**src/common/sasvpd_pkg.sv**
```systemverilog
// Purpose: Shared constants and types for the port and logical unit VPD page responder
// Assumes: One response byte per accepted handshake, pages built from fixed constants
// Notes: Register addresses are word indexes on the plain register port
package sasvpd_pkg;

    // Supported page codes
    localparam logic [7:0] PAGE_LU_INFO = 8'h90;
    localparam logic [7:0] PAGE_PORT_INFO = 8'h91;

    // Page header fields
    localparam logic [2:0] QUALIFIER_VAL = 3'h0;
    localparam logic [4:0] DEV_TYPE_VAL = 5'h00;
    localparam logic [15:0] PAGE_LEN_VAL = 16'h0018;
    localparam int HDR_BYTES = 4;
    localparam int DESC_BYTES = 12;
    localparam logic [4:0] LAST_IDX = 5'h1B;

    // Per-port descriptor fields
    localparam logic [15:0] REL_PORT_PRIMARY = 16'h0001;
    localparam logic [3:0] PROTO_SAS_SSP = 4'h6;
    localparam logic [15:0] DESC_LEN_VAL = 16'h0004;
    localparam logic [3:0] TRANSPORT_RETRY_CTRL_VAL = 4'h0;
    localparam logic POWER_DISABLE_SUPPORTED_VAL = 1'b1;
    localparam logic [7:0] PHY_ID_PRIMARY = 8'h00;
    localparam logic PERSIST_CAPABLE_VAL = 1'b0;

    // Descriptor byte offsets
    localparam logic [3:0] OFF_REL_PORT_HI = 4'h0;
    localparam logic [3:0] OFF_REL_PORT_LO = 4'h1;
    localparam logic [3:0] OFF_PROTO = 4'h2;
    localparam logic [3:0] OFF_FLAGS = 4'h3;
    localparam logic [3:0] OFF_DESC_LEN_HI = 4'h6;
    localparam logic [3:0] OFF_DESC_LEN_LO = 4'h7;
    localparam logic [3:0] OFF_RETRY_PHY0 = 4'h8;
    localparam logic [3:0] OFF_PHY_ID = 4'h9;
    localparam logic [3:0] OFF_PHY_CAPS = 4'hA;

    // Register map, word indexes
    localparam logic [3:0] REG_CTRL = 4'h0;
    localparam logic [3:0] REG_STATUS = 4'h1;
    localparam logic [3:0] REG_SERVED = 4'h2;
    localparam logic [3:0] REG_REFUSED = 4'h3;
    localparam int CTRL_ENABLE_BIT = 0;
    localparam int CTRL_CLEAR_BIT = 1;
    localparam logic CTRL_ENABLE_RST = 1'b1;
    localparam logic [15:0] COUNT_RST = 16'h0000;

    typedef struct packed {
        logic evpd;
        logic [7:0] page_code;
    } sasvpd_req_t;

    typedef struct packed {
        logic [7:0] data;
        logic last;
    } sasvpd_rsp_t;

    typedef enum logic {
        SASVPD_IDLE,
        SASVPD_SEND
    } sasvpd_state_t;

endpackage : sasvpd_pkg

```
**src/rtl/sasvpd_table.sv**
```systemverilog
// Purpose: Byte lookup for the 90h and 91h pages, header plus two per-port descriptors
// Assumes: Page code already checked as one of the two supported pages
// Notes: Purely combinational; indexes past the page end return zero
`timescale 1ns/100ps

module sasvpd_table (
    input wire logic [7:0] i_page_code,
    input wire logic [4:0] i_index,
    output logic [7:0] o_byte
);

    logic port_page;
    logic [4:0] desc_idx;
    logic desc_port;
    logic [3:0] desc_off;
    logic [11:0][7:0] desc_sel;

    assign port_page = (i_page_code == sasvpd_pkg::PAGE_PORT_INFO);
    assign desc_idx = i_index - 5'(sasvpd_pkg::HDR_BYTES);
    assign desc_port = (desc_idx >= 5'(sasvpd_pkg::DESC_BYTES));
    assign desc_off = desc_port ? 4'(desc_idx - 5'(sasvpd_pkg::DESC_BYTES)) : desc_idx[3:0];

    genvar p;
    for (p = 0; p < 2; p++) begin : g_port
        localparam logic [15:0] REL = sasvpd_pkg::REL_PORT_PRIMARY + 16'(p);
        localparam logic [7:0] PHY = sasvpd_pkg::PHY_ID_PRIMARY + 8'(p);
        logic [11:0][7:0] d;
        always_comb begin
            d = '0;
            d[sasvpd_pkg::OFF_REL_PORT_HI] = REL[15:8];
            d[sasvpd_pkg::OFF_REL_PORT_LO] = REL[7:0];
            d[sasvpd_pkg::OFF_PROTO] = {4'h0, sasvpd_pkg::PROTO_SAS_SSP};
            d[sasvpd_pkg::OFF_DESC_LEN_LO] = sasvpd_pkg::DESC_LEN_VAL[7:0];
            d[sasvpd_pkg::OFF_DESC_LEN_HI] = sasvpd_pkg::DESC_LEN_VAL[15:8];
            if (port_page) begin
                d[sasvpd_pkg::OFF_FLAGS] = {7'h00, sasvpd_pkg::POWER_DISABLE_SUPPORTED_VAL};
                d[sasvpd_pkg::OFF_RETRY_PHY0] = 8'h00;
                d[sasvpd_pkg::OFF_PHY_ID] = PHY;
                d[sasvpd_pkg::OFF_PHY_CAPS] = {7'h00, sasvpd_pkg::PERSIST_CAPABLE_VAL};
            end else begin
                d[sasvpd_pkg::OFF_RETRY_PHY0] = {4'h0, sasvpd_pkg::TRANSPORT_RETRY_CTRL_VAL};
            end
        end
    end

    assign desc_sel = desc_port ? g_port[1].d : g_port[0].d;

    always_comb begin
        case (i_index)
            5'h00: o_byte = {sasvpd_pkg::QUALIFIER_VAL, sasvpd_pkg::DEV_TYPE_VAL};
            5'h01: o_byte = i_page_code;
            5'h02: o_byte = sasvpd_pkg::PAGE_LEN_VAL[15:8];
            5'h03: o_byte = sasvpd_pkg::PAGE_LEN_VAL[7:0];
            default: begin
                if (i_index <= sasvpd_pkg::LAST_IDX) begin
                    o_byte = desc_sel[desc_off];
                end else begin
                    o_byte = 8'h00;
                end
            end
        endcase
    end

endmodule : sasvpd_table

```
**src/rtl/sasvpd_responder.sv**
```systemverilog
// Purpose: Answers inquiry requests with VPD selection for pages 90h and 91h as a byte stream
// Assumes: Request and register port synchronous to i_clk; consumer may stall with i_out_ready
// Notes: Unsupported pages or a cleared selection bit are refused with a one-cycle pulse
//
// What this block does
// - Serve pages 90h and 91h when the request has VPD selection set.
// - Byte 0 of each page carries qualifier 0 and device type 0.
// - Byte 1 repeats the page code given in the request.
// - Bytes 2-3 hold page length 24 for both pages.
// - Page 90h carries two logical unit descriptors at bytes 4-15, 16-27.
// - Page 91h carries two port descriptors at bytes 4-15, 16-27.
// - Descriptor bytes 0-1 give relative port 1 for primary, 2 for secondary.
// - Descriptor byte 2 low nibble is SSP protocol code 6h, high nibble zero.
// - Logical unit descriptor byte 8 reports no transport retry control, value 0.
// - Port descriptor byte 3 bit 0 reports power disable supported.
// - Port descriptor bytes 8-11 carry one PHY information descriptor.
// - PHY descriptor byte 1 gives PHY 0 primary, 1 secondary.
// - PHY descriptor reports persistent connection capability as 0.
`timescale 1ns/100ps

module sasvpd_responder (
    input wire logic i_clk,
    input wire logic i_reset,
    input wire logic i_req_valid,
    input wire sasvpd_pkg::sasvpd_req_t i_req,
    output logic o_req_ready,
    output logic o_req_refused,
    output logic o_out_valid,
    output sasvpd_pkg::sasvpd_rsp_t o_out,
    input wire logic i_out_ready,
    input wire logic [3:0] i_addr,
    input wire logic [31:0] i_wdata,
    input wire logic i_wr,
    input wire logic i_rd,
    output logic [31:0] o_rdata
);

    sasvpd_pkg::sasvpd_state_t state_r;
    sasvpd_pkg::sasvpd_state_t state_nxt;
    logic [7:0] page_r;
    logic [7:0] page_sel;
    logic [4:0] idx_r;
    logic [4:0] idx_nxt;
    logic [7:0] data_r;
    logic [7:0] tbl_byte;
    logic valid_r;
    logic refused_r;
    logic enable_r;
    logic [15:0] served_r;
    logic [15:0] refused_cnt_r;
    logic [31:0] rdata_r;
    logic page_ok;
    logic accept;
    logic refuse;
    logic fire;
    logic done;
    logic clear_cnt;

    assign page_ok = i_req.evpd && (i_req.page_code == sasvpd_pkg::PAGE_LU_INFO ||
                                    i_req.page_code == sasvpd_pkg::PAGE_PORT_INFO);
    assign o_req_ready = (state_r == sasvpd_pkg::SASVPD_IDLE);
    assign accept = o_req_ready && i_req_valid && enable_r && page_ok;
    assign refuse = o_req_ready && i_req_valid && !(enable_r && page_ok);
    assign fire = valid_r && i_out_ready;
    assign done = fire && (idx_r == sasvpd_pkg::LAST_IDX);
    assign clear_cnt = i_wr && (i_addr == sasvpd_pkg::REG_CTRL) && i_wdata[sasvpd_pkg::CTRL_CLEAR_BIT];

    always_comb begin
        state_nxt = state_r;
        case (state_r)
            sasvpd_pkg::SASVPD_IDLE: begin
                if (accept) begin
                    state_nxt = sasvpd_pkg::SASVPD_SEND;
                end
            end
            sasvpd_pkg::SASVPD_SEND: begin
                if (done) begin
                    state_nxt = sasvpd_pkg::SASVPD_IDLE;
                end
            end
            default: state_nxt = sasvpd_pkg::SASVPD_IDLE;
        endcase
    end

    always_comb begin
        if (accept) begin
            idx_nxt = 5'h00;
        end else if (fire && !done) begin
            idx_nxt = idx_r + 5'h01;
        end else begin
            idx_nxt = idx_r;
        end
    end

    // Look ahead one byte so the data output is a flop and still keeps pace with the handshake
    assign page_sel = accept ? i_req.page_code : page_r;

    sasvpd_table u_table (
        .i_page_code(page_sel),
        .i_index(idx_nxt),
        .o_byte(tbl_byte)
    );

    always_ff @(posedge i_clk or posedge i_reset) begin
        if (i_reset) begin
            state_r <= sasvpd_pkg::SASVPD_IDLE;
        end else begin
            state_r <= state_nxt;
        end
    end

    always_ff @(posedge i_clk or posedge i_reset) begin
        if (i_reset) begin
            idx_r <= 5'h00;
            page_r <= 8'h00;
        end else begin
            idx_r <= idx_nxt;
            if (accept) begin
                page_r <= i_req.page_code;
            end
        end
    end

    always_ff @(posedge i_clk or posedge i_reset) begin
        if (i_reset) begin
            valid_r <= 1'b0;
            data_r <= 8'h00;
        end else begin
            data_r <= tbl_byte;
            if (accept) begin
                valid_r <= 1'b1;
            end else if (done) begin
                valid_r <= 1'b0;
            end
        end
    end

    always_ff @(posedge i_clk or posedge i_reset) begin
        if (i_reset) begin
            refused_r <= 1'b0;
        end else begin
            refused_r <= refuse;
        end
    end

    assign o_out_valid = valid_r;
    // One driver for the whole struct keeps the output a single net for lint
    assign o_out = '{data: data_r, last: valid_r && (idx_r == sasvpd_pkg::LAST_IDX)};
    assign o_req_refused = refused_r;

    // Register port: control
    always_ff @(posedge i_clk or posedge i_reset) begin
        if (i_reset) begin
            enable_r <= sasvpd_pkg::CTRL_ENABLE_RST;
        end else if (i_wr && i_addr == sasvpd_pkg::REG_CTRL) begin
            enable_r <= i_wdata[sasvpd_pkg::CTRL_ENABLE_BIT];
        end
    end

    // A completion in the clearing cycle still counts, so the clear never hides an event
    always_ff @(posedge i_clk or posedge i_reset) begin
        if (i_reset) begin
            served_r <= sasvpd_pkg::COUNT_RST;
        end else if (done) begin
            served_r <= (clear_cnt ? sasvpd_pkg::COUNT_RST : served_r) + 16'h0001;
        end else if (clear_cnt) begin
            served_r <= sasvpd_pkg::COUNT_RST;
        end
    end

    always_ff @(posedge i_clk or posedge i_reset) begin
        if (i_reset) begin
            refused_cnt_r <= sasvpd_pkg::COUNT_RST;
        end else if (refuse) begin
            refused_cnt_r <= (clear_cnt ? sasvpd_pkg::COUNT_RST : refused_cnt_r) + 16'h0001;
        end else if (clear_cnt) begin
            refused_cnt_r <= sasvpd_pkg::COUNT_RST;
        end
    end

    // Read data stands only in the cycle after the strobe
    always_ff @(posedge i_clk or posedge i_reset) begin
        if (i_reset) begin
            rdata_r <= 32'h0000_0000;
        end else if (i_rd) begin
            case (i_addr)
                sasvpd_pkg::REG_CTRL: rdata_r <= {31'h0000_0000, enable_r};
                sasvpd_pkg::REG_STATUS: rdata_r <= {11'h000, idx_r, page_r, 7'h00, valid_r};
                sasvpd_pkg::REG_SERVED: rdata_r <= {16'h0000, served_r};
                sasvpd_pkg::REG_REFUSED: rdata_r <= {16'h0000, refused_cnt_r};
                default: rdata_r <= 32'h0000_0000;
            endcase
        end else begin
            rdata_r <= 32'h0000_0000;
        end
    end

    assign o_rdata = rdata_r;

    a_page_accept: assert property (
        @(posedge i_clk) disable iff (i_reset)
        (o_req_ready && i_req_valid && enable_r && i_req.evpd &&
         i_req.page_code inside {8'h90, 8'h91})
        |=> o_out_valid && !o_req_refused && (page_r == $past(i_req.page_code))
    ) else $error("supported page request not served");

    a_no_vpd_refused: assert property (
        @(posedge i_clk) disable iff (i_reset)
        (o_req_ready && i_req_valid && !i_req.evpd) |=> o_req_refused && !o_out_valid
    ) else $error("request without VPD selection not refused");

    a_header_byte0: assert property (
        @(posedge i_clk) disable iff (i_reset)
        (o_out_valid && idx_r == 5'h00) |-> (o_out.data == 8'h00)
    ) else $error("qualifier or device type not zero");

    a_header_page: assert property (
        @(posedge i_clk) disable iff (i_reset)
        (o_out_valid && idx_r == 5'h01) |-> (o_out.data == page_r)
    ) else $error("page code not echoed");

    a_header_length: assert property (
        @(posedge i_clk) disable iff (i_reset)
        (o_out_valid && idx_r == 5'h02 && i_out_ready) |=> (o_out.data == 8'h18) &&
        $past(o_out.data) == 8'h00
    ) else $error("page length not 24");

    a_lu_frame: assert property (
        @(posedge i_clk) disable iff (i_reset)
        (o_out_valid && page_r == 8'h90 && idx_r inside {5'h04, 5'h10}) |-> o_out.data == 8'h00
        ##0 (idx_r != 5'h1B) ##0 !o_out.last
    ) else $error("logical unit descriptor misplaced");

    a_stream_end: assert property (
        @(posedge i_clk) disable iff (i_reset)
        (o_out_valid && o_out.last && i_out_ready) |-> (idx_r == 5'h1B) ##1
        (!o_out_valid && o_req_ready)
    ) else $error("page does not end after byte 27");

    a_rel_port: assert property (
        @(posedge i_clk) disable iff (i_reset)
        (o_out_valid && idx_r inside {5'h05, 5'h11}) |->
        (o_out.data == ((idx_r == 5'h05) ? 8'h01 : 8'h02))
    ) else $error("relative port number wrong");

    a_proto_code: assert property (
        @(posedge i_clk) disable iff (i_reset)
        (o_out_valid && idx_r inside {5'h06, 5'h12}) |-> (o_out.data == 8'h06)
    ) else $error("protocol code not SSP");

    a_retry_ctrl: assert property (
        @(posedge i_clk) disable iff (i_reset)
        (o_out_valid && page_r == 8'h90 && idx_r inside {5'h0C, 5'h18}) |-> (o_out.data == 8'h00)
    ) else $error("transport retry support not zero");

    a_power_disable: assert property (
        @(posedge i_clk) disable iff (i_reset)
        (o_out_valid && idx_r inside {5'h07, 5'h13}) |->
        (o_out.data == ((page_r == 8'h91) ? 8'h01 : 8'h00))
    ) else $error("power disable flag wrong");

    a_phy_desc: assert property (
        @(posedge i_clk) disable iff (i_reset)
        (o_out_valid && page_r == 8'h91 && idx_r inside {5'h0C, 5'h0F, 5'h18, 5'h1B}) |->
        (o_out.data == 8'h00)
    ) else $error("PHY descriptor reserved byte nonzero");

    a_phy_number: assert property (
        @(posedge i_clk) disable iff (i_reset)
        (o_out_valid && page_r == 8'h91 && idx_r inside {5'h0D, 5'h19}) |->
        (o_out.data == ((idx_r == 5'h0D) ? 8'h00 : 8'h01))
    ) else $error("PHY number wrong");

    a_persist_cap: assert property (
        @(posedge i_clk) disable iff (i_reset)
        (o_out_valid && page_r == 8'h91 && idx_r inside {5'h0E, 5'h1A}) |-> (o_out.data == 8'h00)
    ) else $error("persistent capability not zero");

    a_desc_length: assert property (
        @(posedge i_clk) disable iff (i_reset)
        (o_out_valid && idx_r inside {5'h08, 5'h09, 5'h0A, 5'h14, 5'h15, 5'h16}) |->
        ((o_out.data == 8'h00) and
         ((idx_r inside {5'h0A, 5'h16} && i_out_ready) |=> (o_out.data == 8'h04)))
    ) else $error("descriptor length or reserved bytes wrong");

    a_stall_hold: assert property (
        @(posedge i_clk) disable iff (i_reset)
        (o_out_valid && !i_out_ready) |=> o_out_valid && $stable(o_out.data) && $stable(idx_r)
    ) else $error("byte changed while stalled");

endmodule : sasvpd_responder

```
**config.mk**
```make
export PLATFORM = sky130hd
export DESIGN_NAME = sasvpd_responder
export DESIGN_NICKNAME = d
export VERILOG_FILES = /design/src/common/sasvpd_pkg.sv /design/src/rtl/sasvpd_table.sv /design/src/rtl/sasvpd_responder.sv
export SDC_FILE = /design/constraint.sdc
export NUM_CORES = 1
export LEC_CHECK = 0
export BUFFER_PORTS_ARGS = -buffer_cell sky130_fd_sc_hd__buf_2
export CAP_MARGIN = 10
export CORE_MARGIN = 2
export CORE_UTILIZATION = 50
export CTS_BUF_LIST = sky130_fd_sc_hd__clkbuf_2
export CTS_CLUSTER_DIAMETER = 120
export CTS_CLUSTER_SIZE = 40
export DETAILED_ROUTE_END_ITERATION = 10
export PLACE_DENSITY = 0.83
export SETUP_SLACK_MARGIN = 0.3
export SLEW_MARGIN = 20
export SYNTH_ARGS = -nofsm -noshare
export SYNTH_HDL_FRONTEND = slang
export SYNTH_SLANG_ARGS = --single-unit
```
**constraint.sdc**
```tcl
create_clock -name i_clk -period 2.3 [get_ports i_clk]
set_input_delay 0.46 -clock i_clk [delete_from_list [all_inputs] [get_ports i_clk]]
set_output_delay 0.46 -clock i_clk [all_outputs]
set_load 0.02 [all_outputs]
```
==> PnR_summary.wiki <==
{| class="wikitable"
! Metric !! Value
|-
| Start point of the worst min-delay path || i_wdata[0]
|-
| Most used flip-flop cell after synthesis || dfrtp_1
|-
| Crit path max-delay cell type || dfrtp_1
|-
| Initial antenna violation count || 0
|-
| Post-route worst hold slack || roughly 110 ps
|-
| Mean instance size in the synthesized netlist || between 10 and 15 um2
|-
| Ys async rst share || 100%
|-
| Global-route met3 utilization || 4.43%
|-
| Detailed router's first-iteration violation count || 409
|-
| Congestion Overflow GR || 0
|-
| Source of the worst register-to-register timing path || idx_r[0]
|-
| Fraction of layout cells with a size suffix above 1 || 38.4%
|-
| Skew-Pair Late Insertion Delay || ~600 ps
|-
| Final Skew || 63.3 ps
|-
| RSZ-0062 raised after global routing || true
|-
| Transition time at the pin with the least slew margin || 571 ps
|-
| Non-Filler Cell Area, Final || approximately 5200 um2
|-
| Placed wire-length estimate after detailed placement || roughly 6500 um
|-
| Width of the chip || ~93 um
|-
| PD cells || 467 nW/um2
|-
| DRT Pass-1 Iters || 8
|-
| DR vias/cell || between 5 and 6
|-
| DR vias || 3551
|-
| Worst-path fanout max || 6
|-
| Final Slew Violations || 0
|-
| Pre-CTS worst setup slack || -246 ps
|-
| Reg2reg setup slack || -30 ps
|-
| Overall Global Routing Usage || 23.5%
|-
| Final nets || between 500 and 600
|-
| Synth area leader || dfrtp_1
|-
| Cell depth of the worst hold path || 2
|-
| Number of enable-type register cells in the synthesized netlist || 0
|-
| Root Driver || clkbuf_2
|-
| YS warnings || 0
|-
| Total cell area at the placement stage || 4650 um2
|-
| Syn Std Cell Area || 3990 um2
|-
| Final critical path time including I/O delays and setup || ~2300 ps
|-
| Critical path startpoint category || register
|-
| Number of cells traversed by the worst register-to-register path || 9
|-
| Routed wire per std cell || around 18 um
|-
| Number of filler instances in the final layout || 551
|-
| Buffers on Ports || 53
|-
| DIE AREA || ~8700 um2
|-
| Sequential area share after synthesis || between 40% and 50%
|-
| Result of the run || finished with violations
|-
| Hold violation total from the final report || 0
|-
| Crit path arrival time || ~2800 ps
|-
| Req. time, crit path || 2740 ps
|-
| H-tree depth || 3
|-
| Worst hold-check path type || in2reg
|-
| Worst slew margin relative to its limit || about three fifths
|-
| Initial core utilization || between 50% and 60%
|-
| Count of endpoints failing setup in the final report || 4
|-
| Register bit total from synthesis || roughly 80
|-
| Cell count after synthesis || 389
|-
| Met1 Track Usage GR || 30.2%
|-
| Number of rows created at floorplan || 32
|-
| Leakage || between 0.002 and 0.003 uW
|-
| CP Capture Type || register
|-
| Clock slew at reported path FFs || around 290 ps
|-
| Floorplan die height || ~93 um
|-
| Max rail drop VDD || roughly 0.3 mV
|-
| Share of the core filled with cells in the final layout || 67.7%
|-
| Area share of the largest cell type after synthesis || about half
|-
| Crit-path cells || ha_4 -> buf_6 -> and4b_2 -> buf_4 -> nor4b_4 -> o21ai_1 -> and4_1 -> a211oi_1 -> a21oi_1
|-
| Setup slack of the critical path after layout || -33.0 ps
|-
| Max-cap violations || 0
|-
| Area of the placeable core || around 7700 um2
|-
| Largest cells by area after synthesis || dfrtp_1, nor2_1, xnor2_1
|-
| Number of distinct standard cells referenced by the synthesized netlist || 60
|-
| Relative area change from synthesis to final layout || 31.1%
|-
| Final period utilization || 101%
|-
| First-pass GRT wire length || 15900 um
|-
| Maximum single-stage delay on the critical path || 490 ps
|-
| Maximum frequency from static timing analysis || approximately 430 MHz
|-
| CTS tree || built
|-
| Violations in the final reports || negative setup slack
|-
| Busiest layer in global routing || met2
|-
| Largest net degree at the start of global routing || between 70 and 80
|-
| Met2 Use GR || 37.9%
|-
| DRT antenna net count || 0
|-
| Count of pins on the block boundary || 95
|-
| Number of global-route vias before repair || ~3400
|-
| Weighted congestion reported at the end of routability-driven placement || 0.949
|-
| Wirelength, routed || approximately 11000 um
|-
| Antenna Diode Count || 0
|-
| Total clock sinks || around 80
|-
| Destination of the worst hold path || enable_r
|-
| Total negative slack for setup checks || -98.3 ps
|-
| Max Root-Sink Buffers || 2
|-
| CTS Buf Count || 9
|-
| Reg-to-reg critical path endpoint || data_r[2]
|-
| Worst Setup Path Type || reg2reg
|-
| DRC viols || 0
|}
layout by cell type (no fill, tap or decap), types with 7 or more instances in the layout:
cell type | Yosys | final
buf_4 | 12 | 48
inv_1 | 12 | 9
a22oi_1 | 10 | 8
a21oi_1 | 11 | 8
dfrtp_1 | 77 | 77
nand2_1 | 34 | 32
nand3_1 | 13 | 8
xor2_1 | 12 | 11
and3_1 | 12 | 12
a222oi_1 | 8 | 8
buf_6 | 0 | 9
and2_1 | 17 | 13
clkbuf_2 | 0 | 9
xnor2_1 | 16 | 16
o21ai_0 | 11 | 10
conb_1 | 1 | 11
nand4_1 | 7 | 7
buf_2 | 2 | 52
nor2_1 | 47 | 42
through the flow:
step                      std cells  power (uW)
final                           605        2440
after global routing            605        2510
after CTS                       596        2430
after detailed placement        562        1560
after global placement          562        1550
after floorplan                 399        1520
final cells by class:
class                           count  area [um2]  area share (%)
Multi-Input combinational cell    286        2200            42.1
Clock buffer                        9        45.0           0.861
Timing Repair Buffer              111         752            14.4
Sequential cell                    78        1950            37.4
Inverter                           12        51.3           0.981
Tap cell                          102         128            2.44
Clock inverter                      7        96.3            1.84
report_power, final:
group	internal, uW	leakage [uW]	switching [uW]
registers	1390	0.00108	6.70
clock network	363	0.0000766	533
logic	56.8	0.00138	93.6
total	1810	0.00253	634
per-layer routing:
layer	up-vias	wire, um
li1	1583	-
met1	1723	4340
met2	200	5120
met3	45	802
met4	0	360
met5	-	0
worst max path at each step:
stage / endpoint / from / slack (ps) / cells past startpoint
global route: data_r[0] / idx_r[0] / -80 / 10
floorplan: refused_cnt_r[14] / i_wr / -100 / 11
detailed placement: refused_cnt_r[14] / i_wr / -250 / 11
finish: data_r[2] / idx_r[0] / -30 / 9
CTS: o_out[0] / idx_r[1] / 20 / 5
global placement: served_r[14] / i_wr / -130 / 11
repair_timing:
action,4_1_cts,5_1_grt
hold buffers,1,0
setup endpoints to repair,17,20
endpoints found under the hold margin,29,0
buffers inserted,17,9
cloned,0,0
gates resized for setup,17,32
pin swaps,17,26
flip-flops by register name, indices dropped and copies added, names as in the netlist:
register       count
served_r          16
o_out_valid        1
page_r             8
enable_r           1
o_req_refused      1
refused_cnt_r     16
idx_r              5
state_r            1
o_rdata           21
data_r             8
cells by family (layout without fill, tap and decap cells):
logic type | after synthesis | after routing | synth area share (%)
AOI/OAI and AO/OA | 57 | 57 | 10.4
other | 1 | 11 | 0.0940
buffers and inverters | 35 | 139 | 4.49
adders and majority gates | 6 | 6 | 1.88
xor gates and xnor gates | 29 | 29 | 6.56
DFF | 78 | 78 | 49.0
muxes | 5 | 5 | 1.47
and+or+nand+nor | 178 | 178 | 26.2
worst max-delay path, delay by kind of cell (launching register included):
family,cells,cell delay (ps)
buf+inv,2,290
fa+ha+maj,1,190
simple gates,3,740
flops,1,490
compound gates,3,470
synthesized netlist by cell type (all sizes together), types with 9 or more instances:
cell and n:
a22oi 11, xnor2 17, o21ai 14, nand2 34, nor2 48, a21oi 11
clkbuf 9, dfrtp 77, and2 17, and3 12, inv 12, nand3 14
buf 14, xor2 12, nand4 9
Power figures use the tool's default switching activity.
